==> src/include/sfw_pkg.sv <==
/*
  Package for the capability, station address and write protection bank.
  Holds byte offsets, protected range bounds and reset values.
  Assumes byte-wide accesses from both access ports.
*/
package sfw_pkg;

  // ********************************************************************
  // Byte offsets
  // ********************************************************************
  localparam logic [15:0] OFS_CAP_LO      = 16'h0008;
  localparam logic [15:0] OFS_CAP_HI      = 16'h0009;
  localparam logic [15:0] OFS_ADDR_LO     = 16'h0010;
  localparam logic [15:0] OFS_ADDR_HI     = 16'h0011;
  localparam logic [15:0] OFS_ALIAS_LO    = 16'h0012;
  localparam logic [15:0] OFS_ALIAS_HI    = 16'h0013;
  localparam logic [15:0] OFS_RANGE_UNLK  = 16'h0020;
  localparam logic [15:0] OFS_RANGE_LOCK  = 16'h0021;
  localparam logic [15:0] OFS_DEV_UNLK    = 16'h0030;
  localparam logic [15:0] OFS_DEV_LOCK    = 16'h0031;

  // ********************************************************************
  // Protected register ranges
  // ********************************************************************
  localparam logic [15:0] RANGE_A_LAST    = 16'h0137;
  localparam logic [15:0] RANGE_B_FIRST   = 16'h013A;
  localparam logic [15:0] RANGE_B_LAST    = 16'h0F0F;

  // ********************************************************************
  // Field positions and reset values
  // ********************************************************************
  localparam int          LOCK_BIT        = 0;
  localparam logic [15:0] RST_NODE_ADDR   = 16'h0000;
  localparam logic [15:0] RST_NODE_ALIAS  = 16'h0000;
  localparam logic [7:0]  RD_ZERO         = 8'h00;

endpackage

==> src/hw/sfw_reg_bank.sv <==
/*
  Capability word, station address, station alias and the two write
  protection schemes of a fieldbus slave controller.
  Local writes reach only the station alias; every other local write is
  dropped. Read data is registered and holds until the next read strobe
  of the same port. An unlock lives for one frame only, and a refused
  network write leaves every register as it was.
  Assumes byte accesses from the network side port and the local process
  port, frame start/end pulses from the frame engine, and that the rest
  of the device gates its own network writes with net_wr_allow_out.
*/
`timescale 1ns/100ps
module sfw_reg_bank #(
  parameter logic CAP_BYTE_MAP     = 1'b1,
  parameter logic CAP_TIME_SYNC    = 1'b1,
  parameter logic CAP_TIME_64      = 1'b1,
  parameter logic CAP_MII_LINK_DET = 1'b0,
  parameter logic CAP_FCS_SPLIT    = 1'b1,
  parameter logic CAP_SYNC_ENH     = 1'b1,
  parameter logic CAP_NO_LRW       = 1'b0,
  parameter logic CAP_NO_RW_CMD    = 1'b0,
  parameter logic CAP_FIXED_CFG    = 1'b0
) (
  input  wire logic        clk_sys_in,       // System clock, 125 MHz
  input  wire logic        reset_in,         // Sync power-on reset
  input  wire logic        frame_start_in,   // Frame start pulse
  input  wire logic        frame_end_in,     // Frame end pulse
  input  wire logic [15:0] net_addr_in,      // Network byte address
  input  wire logic [7:0]  net_wdata_in,     // Network write data
  input  wire logic        net_wr_in,        // Network write strobe
  input  wire logic        net_rd_in,        // Network read strobe
  output logic      [7:0]  net_rdata_out,    // Network read data
  output logic             net_wr_allow_out, // Write at address allowed
  input  wire logic [15:0] loc_addr_in,      // Local byte address
  input  wire logic [7:0]  loc_wdata_in,     // Local write data
  input  wire logic        loc_wr_in,        // Local write strobe
  input  wire logic        loc_rd_in,        // Local read strobe
  output logic      [7:0]  loc_rdata_out,    // Local read data
  input  wire logic        mem_load_in,      // Config memory load pulse
  input  wire logic [15:0] mem_alias_in,     // Alias from config memory
  input  wire logic        alias_en_in,      // Alias matching enable
  input  wire logic [15:0] cmd_addr_in,      // Configured command address
  output logic             cmd_match_out,    // Configured address hit
  output logic      [15:0] node_address_out  // Current station address
);

  // ********************************************************************
  // Capability word
  // ********************************************************************
  logic [15:0] cap_word;
  assign cap_word = {4'h0,
                     CAP_FIXED_CFG,
                     CAP_NO_RW_CMD,
                     CAP_NO_LRW,
                     CAP_SYNC_ENH,
                     CAP_FCS_SPLIT,
                     CAP_MII_LINK_DET, 2'b00,
                     CAP_TIME_64, CAP_TIME_SYNC, 1'b0,
                     CAP_BYTE_MAP};

  // ********************************************************************
  // Address decode
  // ********************************************************************
  // Network and local offset hits
  logic net_at_addr_lo;
  logic net_at_addr_hi;
  logic net_at_range_lock;
  logic net_at_dev_lock;
  logic loc_at_alias_lo;
  logic loc_at_alias_hi;

  assign net_at_addr_lo    = (net_addr_in == sfw_pkg::OFS_ADDR_LO);
  assign net_at_addr_hi    = (net_addr_in == sfw_pkg::OFS_ADDR_HI);
  assign net_at_range_lock = (net_addr_in == sfw_pkg::OFS_RANGE_LOCK);
  assign net_at_dev_lock   = (net_addr_in == sfw_pkg::OFS_DEV_LOCK);
  assign loc_at_alias_lo   = (loc_addr_in == sfw_pkg::OFS_ALIAS_LO);
  assign loc_at_alias_hi   = (loc_addr_in == sfw_pkg::OFS_ALIAS_HI);

  // ********************************************************************
  // Write protection decode
  // ********************************************************************
  function automatic logic in_prot_range(input logic [15:0] a);
    in_prot_range = (a <= sfw_pkg::RANGE_A_LAST) ||
                    (a >= sfw_pkg::RANGE_B_FIRST &&
                     a <= sfw_pkg::RANGE_B_LAST);
  endfunction

  logic range_lock;
  logic range_unlocked;
  logic range_unlk_bit;
  logic dev_lock;
  logic dev_unlocked;
  logic dev_unlk_bit;
  logic is_dev_unlk;
  logic is_range_unlk;
  logic range_block;
  logic dev_block;
  logic net_wr_ok;

  assign is_dev_unlk   = (net_addr_in == sfw_pkg::OFS_DEV_UNLK);
  assign is_range_unlk = (net_addr_in == sfw_pkg::OFS_RANGE_UNLK);
  // Range unlock location is itself exempt so the scheme can be lifted
  assign range_block   = range_lock && !range_unlocked &&
                         in_prot_range(net_addr_in) &&
                         !is_dev_unlk && !is_range_unlk;
  assign dev_block     = dev_lock && !dev_unlocked &&
                         !is_dev_unlk;
  assign net_wr_allow_out = !(range_block || dev_block);
  assign net_wr_ok     = net_wr_in && net_wr_allow_out;

  // ********************************************************************
  // Write strobes
  // ********************************************************************
  logic wr_addr_lo;
  logic wr_addr_hi;
  logic wr_alias_lo;
  logic wr_alias_hi;
  logic wr_range_unlk;
  logic wr_range_lock;
  logic wr_dev_unlk;
  logic wr_dev_lock;
  logic alias_load;
  logic alias_loaded_q;

  assign wr_addr_lo    = net_wr_ok && net_at_addr_lo;
  assign wr_addr_hi    = net_wr_ok && net_at_addr_hi;
  assign wr_alias_lo   = loc_wr_in && loc_at_alias_lo;
  assign wr_alias_hi   = loc_wr_in && loc_at_alias_hi;
  assign wr_range_unlk = net_wr_ok && is_range_unlk;
  assign wr_range_lock = net_wr_ok && net_at_range_lock;
  assign wr_dev_unlk   = net_wr_ok && is_dev_unlk;
  assign wr_dev_lock   = net_wr_ok && net_at_dev_lock;

  // ********************************************************************
  // Station alias load
  // ********************************************************************
  // Only the first memory load after power-on may set the alias
  assign alias_load    = mem_load_in && !alias_loaded_q;

  always_ff @(posedge clk_sys_in) begin
    if (reset_in) begin
      alias_loaded_q <= 1'b0;
    end else if (mem_load_in) begin
      alias_loaded_q <= 1'b1;
    end
  end

  // ********************************************************************
  // Register storage
  // ********************************************************************
  logic [15:0] node_address;
  logic [15:0] node_alias;

  sfw_word_reg #(
    .RESET_VAL    (sfw_pkg::RST_NODE_ADDR)
  ) u_node_address (
    .clk_sys_in   (clk_sys_in),
    .reset_in     (reset_in),
    .wr_lo_in     (wr_addr_lo),
    .wr_hi_in     (wr_addr_hi),
    .wdata_in     (net_wdata_in),
    .load_in      (1'b0),
    .load_data_in (16'h0000),
    .value_out    (node_address)
  );

  sfw_word_reg #(
    .RESET_VAL    (sfw_pkg::RST_NODE_ALIAS)
  ) u_node_alias (
    .clk_sys_in   (clk_sys_in),
    .reset_in     (reset_in),
    .wr_lo_in     (wr_alias_lo),
    .wr_hi_in     (wr_alias_hi),
    .wdata_in     (loc_wdata_in),
    .load_in      (alias_load),
    .load_data_in (mem_alias_in),
    .value_out    (node_alias)
  );

  sfw_lock_unit u_range (
    .clk_sys_in     (clk_sys_in),
    .reset_in       (reset_in),
    .frame_start_in (frame_start_in),
    .frame_end_in   (frame_end_in),
    .wr_lock_in     (wr_range_lock),
    .lock_bit_in    (net_wdata_in[sfw_pkg::LOCK_BIT]),
    .wr_unlock_in   (wr_range_unlk),
    .unlk_bit_in    (net_wdata_in[sfw_pkg::LOCK_BIT]),
    .lock_out       (range_lock),
    .unlocked_out   (range_unlocked),
    .unlk_bit_out   (range_unlk_bit)
  );

  sfw_lock_unit u_device (
    .clk_sys_in     (clk_sys_in),
    .reset_in       (reset_in),
    .frame_start_in (frame_start_in),
    .frame_end_in   (frame_end_in),
    .wr_lock_in     (wr_dev_lock),
    .lock_bit_in    (net_wdata_in[sfw_pkg::LOCK_BIT]),
    .wr_unlock_in   (wr_dev_unlk),
    .unlk_bit_in    (net_wdata_in[sfw_pkg::LOCK_BIT]),
    .lock_out       (dev_lock),
    .unlocked_out   (dev_unlocked),
    .unlk_bit_out   (dev_unlk_bit)
  );

  // ********************************************************************
  // Address matching
  // ********************************************************************
  logic addr_hit;
  logic alias_hit;

  assign addr_hit         = (cmd_addr_in == node_address);
  assign alias_hit        = alias_en_in &&
                            (cmd_addr_in == node_alias);
  assign cmd_match_out    = addr_hit || alias_hit;
  assign node_address_out = node_address;

  // ********************************************************************
  // Read path
  // ********************************************************************
  function automatic logic [7:0] rd_mux(
    input logic [15:0] a,
    input logic [15:0] cap,
    input logic [15:0] adr,
    input logic [15:0] als,
    input logic [3:0]  prot
  );
    unique case (a)
      sfw_pkg::OFS_CAP_LO:     rd_mux = cap[7:0];
      sfw_pkg::OFS_CAP_HI:     rd_mux = cap[15:8];
      sfw_pkg::OFS_ADDR_LO:    rd_mux = adr[7:0];
      sfw_pkg::OFS_ADDR_HI:    rd_mux = adr[15:8];
      sfw_pkg::OFS_ALIAS_LO:   rd_mux = als[7:0];
      sfw_pkg::OFS_ALIAS_HI:   rd_mux = als[15:8];
      sfw_pkg::OFS_RANGE_UNLK: rd_mux = {7'h00, prot[0]};
      sfw_pkg::OFS_RANGE_LOCK: rd_mux = {7'h00, prot[1]};
      sfw_pkg::OFS_DEV_UNLK:   rd_mux = {7'h00, prot[2]};
      sfw_pkg::OFS_DEV_LOCK:   rd_mux = {7'h00, prot[3]};
      default:                 rd_mux = sfw_pkg::RD_ZERO;
    endcase
  endfunction

  logic [3:0] prot_bits;
  logic [7:0] net_rdata_q;
  logic [7:0] loc_rdata_q;
  logic [7:0] net_rdata_d;
  logic [7:0] loc_rdata_d;
  logic [7:0] net_rd_val;
  logic [7:0] loc_rd_val;

  assign prot_bits   = {dev_lock, dev_unlk_bit, range_lock, range_unlk_bit};
  assign net_rd_val  = rd_mux(net_addr_in, cap_word, node_address,
                              node_alias, prot_bits);
  assign loc_rd_val  = rd_mux(loc_addr_in, cap_word, node_address,
                              node_alias, prot_bits);
  // Read data holds between strobes
  assign net_rdata_d = net_rd_in ? net_rd_val : net_rdata_q;
  assign loc_rdata_d = loc_rd_in ? loc_rd_val : loc_rdata_q;
  assign net_rdata_out = net_rdata_q;
  assign loc_rdata_out = loc_rdata_q;

  // ********************************************************************
  // Read data registers
  // ********************************************************************
  always_ff @(posedge clk_sys_in) begin
    if (reset_in) begin
      net_rdata_q <= sfw_pkg::RD_ZERO;
    end else begin
      net_rdata_q <= net_rdata_d;
    end
  end

  always_ff @(posedge clk_sys_in) begin
    if (reset_in) begin
      loc_rdata_q <= sfw_pkg::RD_ZERO;
    end else begin
      loc_rdata_q <= loc_rdata_d;
    end
  end

endmodule

==> src/hw/sfw_word_reg.sv <==
/*
  Sixteen bit register with byte writes and a whole-word load.
  Assumes strobes are one-cycle pulses on clk_sys_in.
*/
`timescale 1ns/100ps
module sfw_word_reg #(
  parameter logic [15:0] RESET_VAL = 16'h0000
) (
  input  wire logic        clk_sys_in,   // System clock
  input  wire logic        reset_in,     // Sync reset, active high
  input  wire logic        wr_lo_in,     // Write low byte
  input  wire logic        wr_hi_in,     // Write high byte
  input  wire logic [7:0]  wdata_in,     // Byte write data
  input  wire logic        load_in,      // Whole-word load
  input  wire logic [15:0] load_data_in, // Load data
  output logic      [15:0] value_out     // Register contents
);

  logic [15:0] word_q;
  logic [15:0] word_d;
  logic [15:0] base;

  // Byte writes override a load in the same cycle
  assign base     = load_in ? load_data_in : word_q;
  assign word_d   = {wr_hi_in ? wdata_in : base[15:8],
                     wr_lo_in ? wdata_in : base[7:0]};
  assign value_out = word_q;

  always_ff @(posedge clk_sys_in) begin
    if (reset_in) begin
      word_q <= RESET_VAL;
    end else begin
      word_q <= word_d;
    end
  end

endmodule

==> src/hw/sfw_lock_unit.sv <==
/*
  One protection scheme: lock enable bit and per-frame unlock flag.
  Assumes write strobes were already checked against protection.
*/
`timescale 1ns/100ps
module sfw_lock_unit (
  input  wire logic clk_sys_in,     // System clock
  input  wire logic reset_in,       // Sync reset, active high
  input  wire logic frame_start_in, // Frame start pulse
  input  wire logic frame_end_in,   // Frame end pulse
  input  wire logic wr_lock_in,     // Accepted write to lock register
  input  wire logic lock_bit_in,    // Bit 0 of lock write data
  input  wire logic wr_unlock_in,   // Accepted write to unlock register
  input  wire logic unlk_bit_in,    // Bit 0 of unlock write data
  output logic      lock_out,       // Protection enabled
  output logic      unlocked_out,   // Unlocked for this frame
  output logic      unlk_bit_out    // Stored unlock bit for readback
);

  logic lock_q;
  logic unlocked_q;
  logic unlk_bit_q;
  logic unlocked_d;

  // Unlock write wins over the frame boundary clear
  assign unlocked_d = wr_unlock_in ? 1'b1 :
                      (frame_start_in || frame_end_in) ? 1'b0 :
                      unlocked_q;

  assign lock_out     = lock_q;
  assign unlocked_out = unlocked_q;
  assign unlk_bit_out = unlk_bit_q;

  always_ff @(posedge clk_sys_in) begin
    if (reset_in) begin
      lock_q     <= 1'b0;
      unlocked_q <= 1'b0;
      unlk_bit_q <= 1'b0;
    end else begin
      lock_q     <= wr_lock_in ? lock_bit_in : lock_q;
      unlocked_q <= unlocked_d;
      unlk_bit_q <= wr_unlock_in ? unlk_bit_in : unlk_bit_q;
    end
  end

endmodule

==> config.mk <==
export PLATFORM = sky130hd
export DESIGN_NAME = sfw_reg_bank
export DESIGN_NICKNAME = d
export VERILOG_FILES = /design/src/include/sfw_pkg.sv /design/src/hw/sfw_reg_bank.sv /design/src/hw/sfw_word_reg.sv /design/src/hw/sfw_lock_unit.sv
export SDC_FILE = /design/constraint.sdc
export NUM_CORES = 1
export LEC_CHECK = 0
export ABC_AREA = 1
export ABC_CLOCK_PERIOD_IN_PS = 1900
export BUFFER_PORTS_ARGS = -buffer_cell sky130_fd_sc_hd__buf_2
export CORE_UTILIZATION = 46
export CTS_CLUSTER_DIAMETER = 100
export CTS_CLUSTER_SIZE = 20
export DETAILED_ROUTE_END_ITERATION = 8
export PLACE_DENSITY_LB_ADDON = 0.2
export REMOVE_ABC_BUFFERS = 1
export SYNTH_ARGS = -nofsm -noshare
export SYNTH_HDL_FRONTEND = slang
export SYNTH_SLANG_ARGS = --single-unit
==> constraint.sdc <==
create_clock -name clk_sys_in -period 1.9 [get_ports clk_sys_in]
set_clock_uncertainty 0.15 [all_clocks]
set_input_delay 0.095 -clock clk_sys_in [delete_from_list [all_inputs] [get_ports clk_sys_in]]
set_output_delay 0.095 -clock clk_sys_in [all_outputs]
set_load 0.005 [all_outputs]
==> results.py <==
metrics = {
    "sta": {
        "setup_ws_ns": 0.0249,
        "maxSlewHeadroom_pct": 70.7,
        "setup_tns_ns": 0,
        "hold_viol_final": 0,
        "fmax_mhz": 533,
        "rsz0062_at_grt": "yes",
        "period_share_pct": 98.7,
        "worst_pin_slew_ns": 0.439,
        "setup_violations": 0,
        "period_needed_ns": 1.88,
        "finalMaxSlewViolations": 0,
    },
    "synthesis": {
        "synth_warnings": 0,
        "syn_inst": 609,
        "ys_types": 32,
        "ys_seq_area_share_pct": 29.6,
        "ys_ff_latch": 55,
        "synth_area_sq_um": 3720,
        "syn_area_per_cell_sq_um": 6.10,
    },
    "drt": {
        "wl_per_cell_microns": 13.7,
        "dr.pass1.iters": 5,
        "drtIter0Drc": 388,
        "drc": 0,
        "detail-route-antenna-nets": 0,
        "vias": 4569,
        "vias_per_cell": 5.25,
        "totalWireLength_microns": 11900,
    },
    "pwr": {
        "switchingPower_w": 0.000673,
        "clkPwrFrac_pct": 30.5,
        "switching_share_pct": 29.1,
        "pwr-share-comb_pct": 17.6,
        "power_density_nw_per_um2": 468,
        "seq_power_share_pct": 51.9,
        "ir_worst_vdd_v": 0.000278,
        "p_leak_nw": 2.46,
        "internal_power_w": 0.00164,
    },
    "floorplan": {
        "ios": 124,
        "dieHeight_microns": 91.9,
        "start_util_pct": 47.9,
        "core_sq_um": 7770,
        "rows": 32,
        "die_area_sq_um": 8440,
        "fp.dieW_microns": 91.9,
    },
    "placed_design": {
        "place_ws_ns": 0.0504,
        "dp_hpwl_microns": 9130,
        "io_buffer_count": 123,
        "globalplace.congestion": 0.948,
    },
    "setup_path": {
        "end_kind": "output port",
        "crit_type": "reg -> out",
        "critPathRequiredTime_ns": 1.65,
        "startpoint_type": "flip-flop",
        "worstPathArrival_ns": 1.63,
        "path_max_fanout": 5,
    },
    "clock_network": {
        "cts_buffer_depth": 2,
        "h-tree-depth": 2,
        "clkLatencyLatePin_ns": 0.32,
        "clk_pin_slew_ns": 0.11,
        "cts.sinks": 55,
        "cts-root-buf": "clkbuf_8",
        "cts_tree": "done",
        "cts_inserted_buffers": 5,
    },
    "finish": {
        "fin_nets": 858,
        "syn2layout_area_growth_pct": 32.7,
        "diodes": 0,
        "final_util_pct": 63.5,
        "drive_gt1_share_pct": 22.9,
        "fill_cells": 765,
    },
    "grt": {
        "grt_pass1_vias": 4296,
        "antenna_found_initial": 0,
        "grt_pass1_wl_microns": 19800,
        "grt-ovfl-total": 0,
        "grt_max_degree": 25,
        "grt_usage_pct": 29.2,
    },
    "worst_hold_path": {
        "min_path_type": "in -> reg",
    },
    "run_status": {
        "outcome": "finished, final reports clean",
    },
    "flow_run": {
        "maxCapViolCount": 0,
    },
}
-- cells in the final DEF, fill, tap and decap left out, types with 2 or more instances in the layout --
cell	instances
a21oi_1	19
a221oi_1	3
buf_2	122
buf_4	9
clkbuf_8	5
dfxtp_1	52
dfxtp_2	2
dlygate4sd3_1	37
inv_1	68
inv_2	5
nand2_1	146
nand2_2	9
nand3_1	96
nand4_1	8
nand4_4	2
nor2_1	89
nor2_2	6
nor2_4	6
nor3_1	2
nor4_1	3
o2111ai_1	3
o21ai_0	31
o21ai_1	2
o22ai_1	13
xnor2_1	3
xor2_1	14
-- stage by stage --
step | hold slack (ns) | area [sq um] | std cells | total power [W]
3_3_place_gp | 0.170 | 4430 | 825 | 0.00155
4_1_cts | 0.0298 | 4900 | 870 | 0.00231
3_5_place_dp | 0.188 | 4430 | 825 | 0.00156
6_report | 0.0415 | 4930 | 871 | 0.00231
5_1_grt | 0.0587 | 4930 | 871 | 0.00241
2_1_floorplan | 0.0141 | 3630 | 592 | 0.00137
-- worst max-delay path, stage by stage, from the launching register on --
cell	delay, ns
dfxtp_1	0.33
inv_1	0.18
o22ai_1	0.12
a221oi_1	0.21
nand2_1	0.10
nor2_1	0.10
nand3_1	0.09
nand2_2	0.10
buf_6	0.09
-- cells by family (layout without fill, tap and decap cells) --
group	Yosys count	count (layout)	synth area share, %
AOI/OAI and AO/OA	74	74	11.2
xor gates and xnor gates	17	17	4.01
buffers and inverters	91	251	9.86
DFF	55	55	29.6
and+or+nand+nor	372	372	45.3
-- flip-flops by register name (all words and copies together) (netlist names) --
register                  flops
u_device.unlk_bit_out         1
alias_loaded_q                1
u_device.lock_out             1
u_range.lock_out              1
u_node_alias.value_out       16
u_device.unlocked_out         1
u_range.unlk_bit_out          1
loc_rdata_out                 8
net_rdata_out                 8
u_range.unlocked_out          1
u_node_address.value_out     16
-- per-layer routing --
layer	wire length, microns	part of all wire [%]	track usage [%]	up-vias
met4	214	1.8	8.20	0
met2	5660	47	51.0	205
li1	-	-	-	2301
met3	871	7.3	3.98	20
met5	0	0	0	-
met1	5170	43	37.3	2043
-- repair_timing --
item	4_1_cts	5_1_grt
resized for setup	0	11
buffers inserted	0	1
hold endpoints to repair	50	0
setup endpoints to repair	0	1
hold buffers	37	0
-- power groups by stage --
| stage | Sequential, W | Clock (W) | Combinational [W] |
|---|---|---|---|
| 5_1_grt | 0.00120 | 0.000763 | 0.000452 |
| 6_report | 0.00120 | 0.000704 | 0.000407 |
| 3_3_place_gp | 0.00122 | 0 | 0.000329 |
| 4_1_cts | 0.00120 | 0.000717 | 0.000393 |
| 2_1_floorplan | 0.00121 | 0 | 0.000157 |
| 3_5_place_dp | 0.00122 | 0 | 0.000334 |
-- cells in the mapped netlist, drive strengths merged --
library cell,number,area [sq um]
o2111ai,4,35.0
a21oi,19,95.1
or2,1,6.26
nand3,97,490
dfxtp,55,1100
clkbuf,6,22.5
xor2,14,123
inv,73,274
nand2b,1,6.26
o21ai,33,165
nor3,2,10.0
a21boi,1,7.51
a211oi,1,7.51
nand4,10,92.6
nand2,156,613
nor4,4,25.0
nor2,101,439
o22ai,13,81.3
a221oi,3,26.3
buf,11,66.3
clkinv,1,3.75
xnor2,3,26.3
-- layout make-up --
class | count | area [sq um] | share of cell area [%]
tap | 102 | 128 | 2.59
clock buffer | 5 | 68.8 | 1.39
inverter | 74 | 278 | 5.63
clock inverter | 3 | 27.5 | 0.558
timing repair buffer | 169 | 1060 | 21.5
sequential | 55 | 1110 | 22.4
multi-input combinational | 463 | 2260 | 45.9
-- path summary, 6_finish.rpt --
kind | endpoint | from | depth (start not counted) | slack, ns
min reg2reg | loc_rdata_out[0]$_SDFFE_PP0P_ | loc_rdata_out[0]$_SDFFE_PP0P_ | 2 | 0.32
max | cmd_match_out | u_node_address.value_out[13]$_SDFFE_PP0P_ | 8 | 0.02
max reg2reg | u_node_address.value_out[3]$_SDFFE_PP0P_ | u_range.lock_out$_SDFFE_PP0P_ | 9 | 0.16
min | u_device.unlk_bit_out$_SDFFE_PP0P_ | net_wr_in | 3 | 0.04
Power figures use the tool's default switching activity.
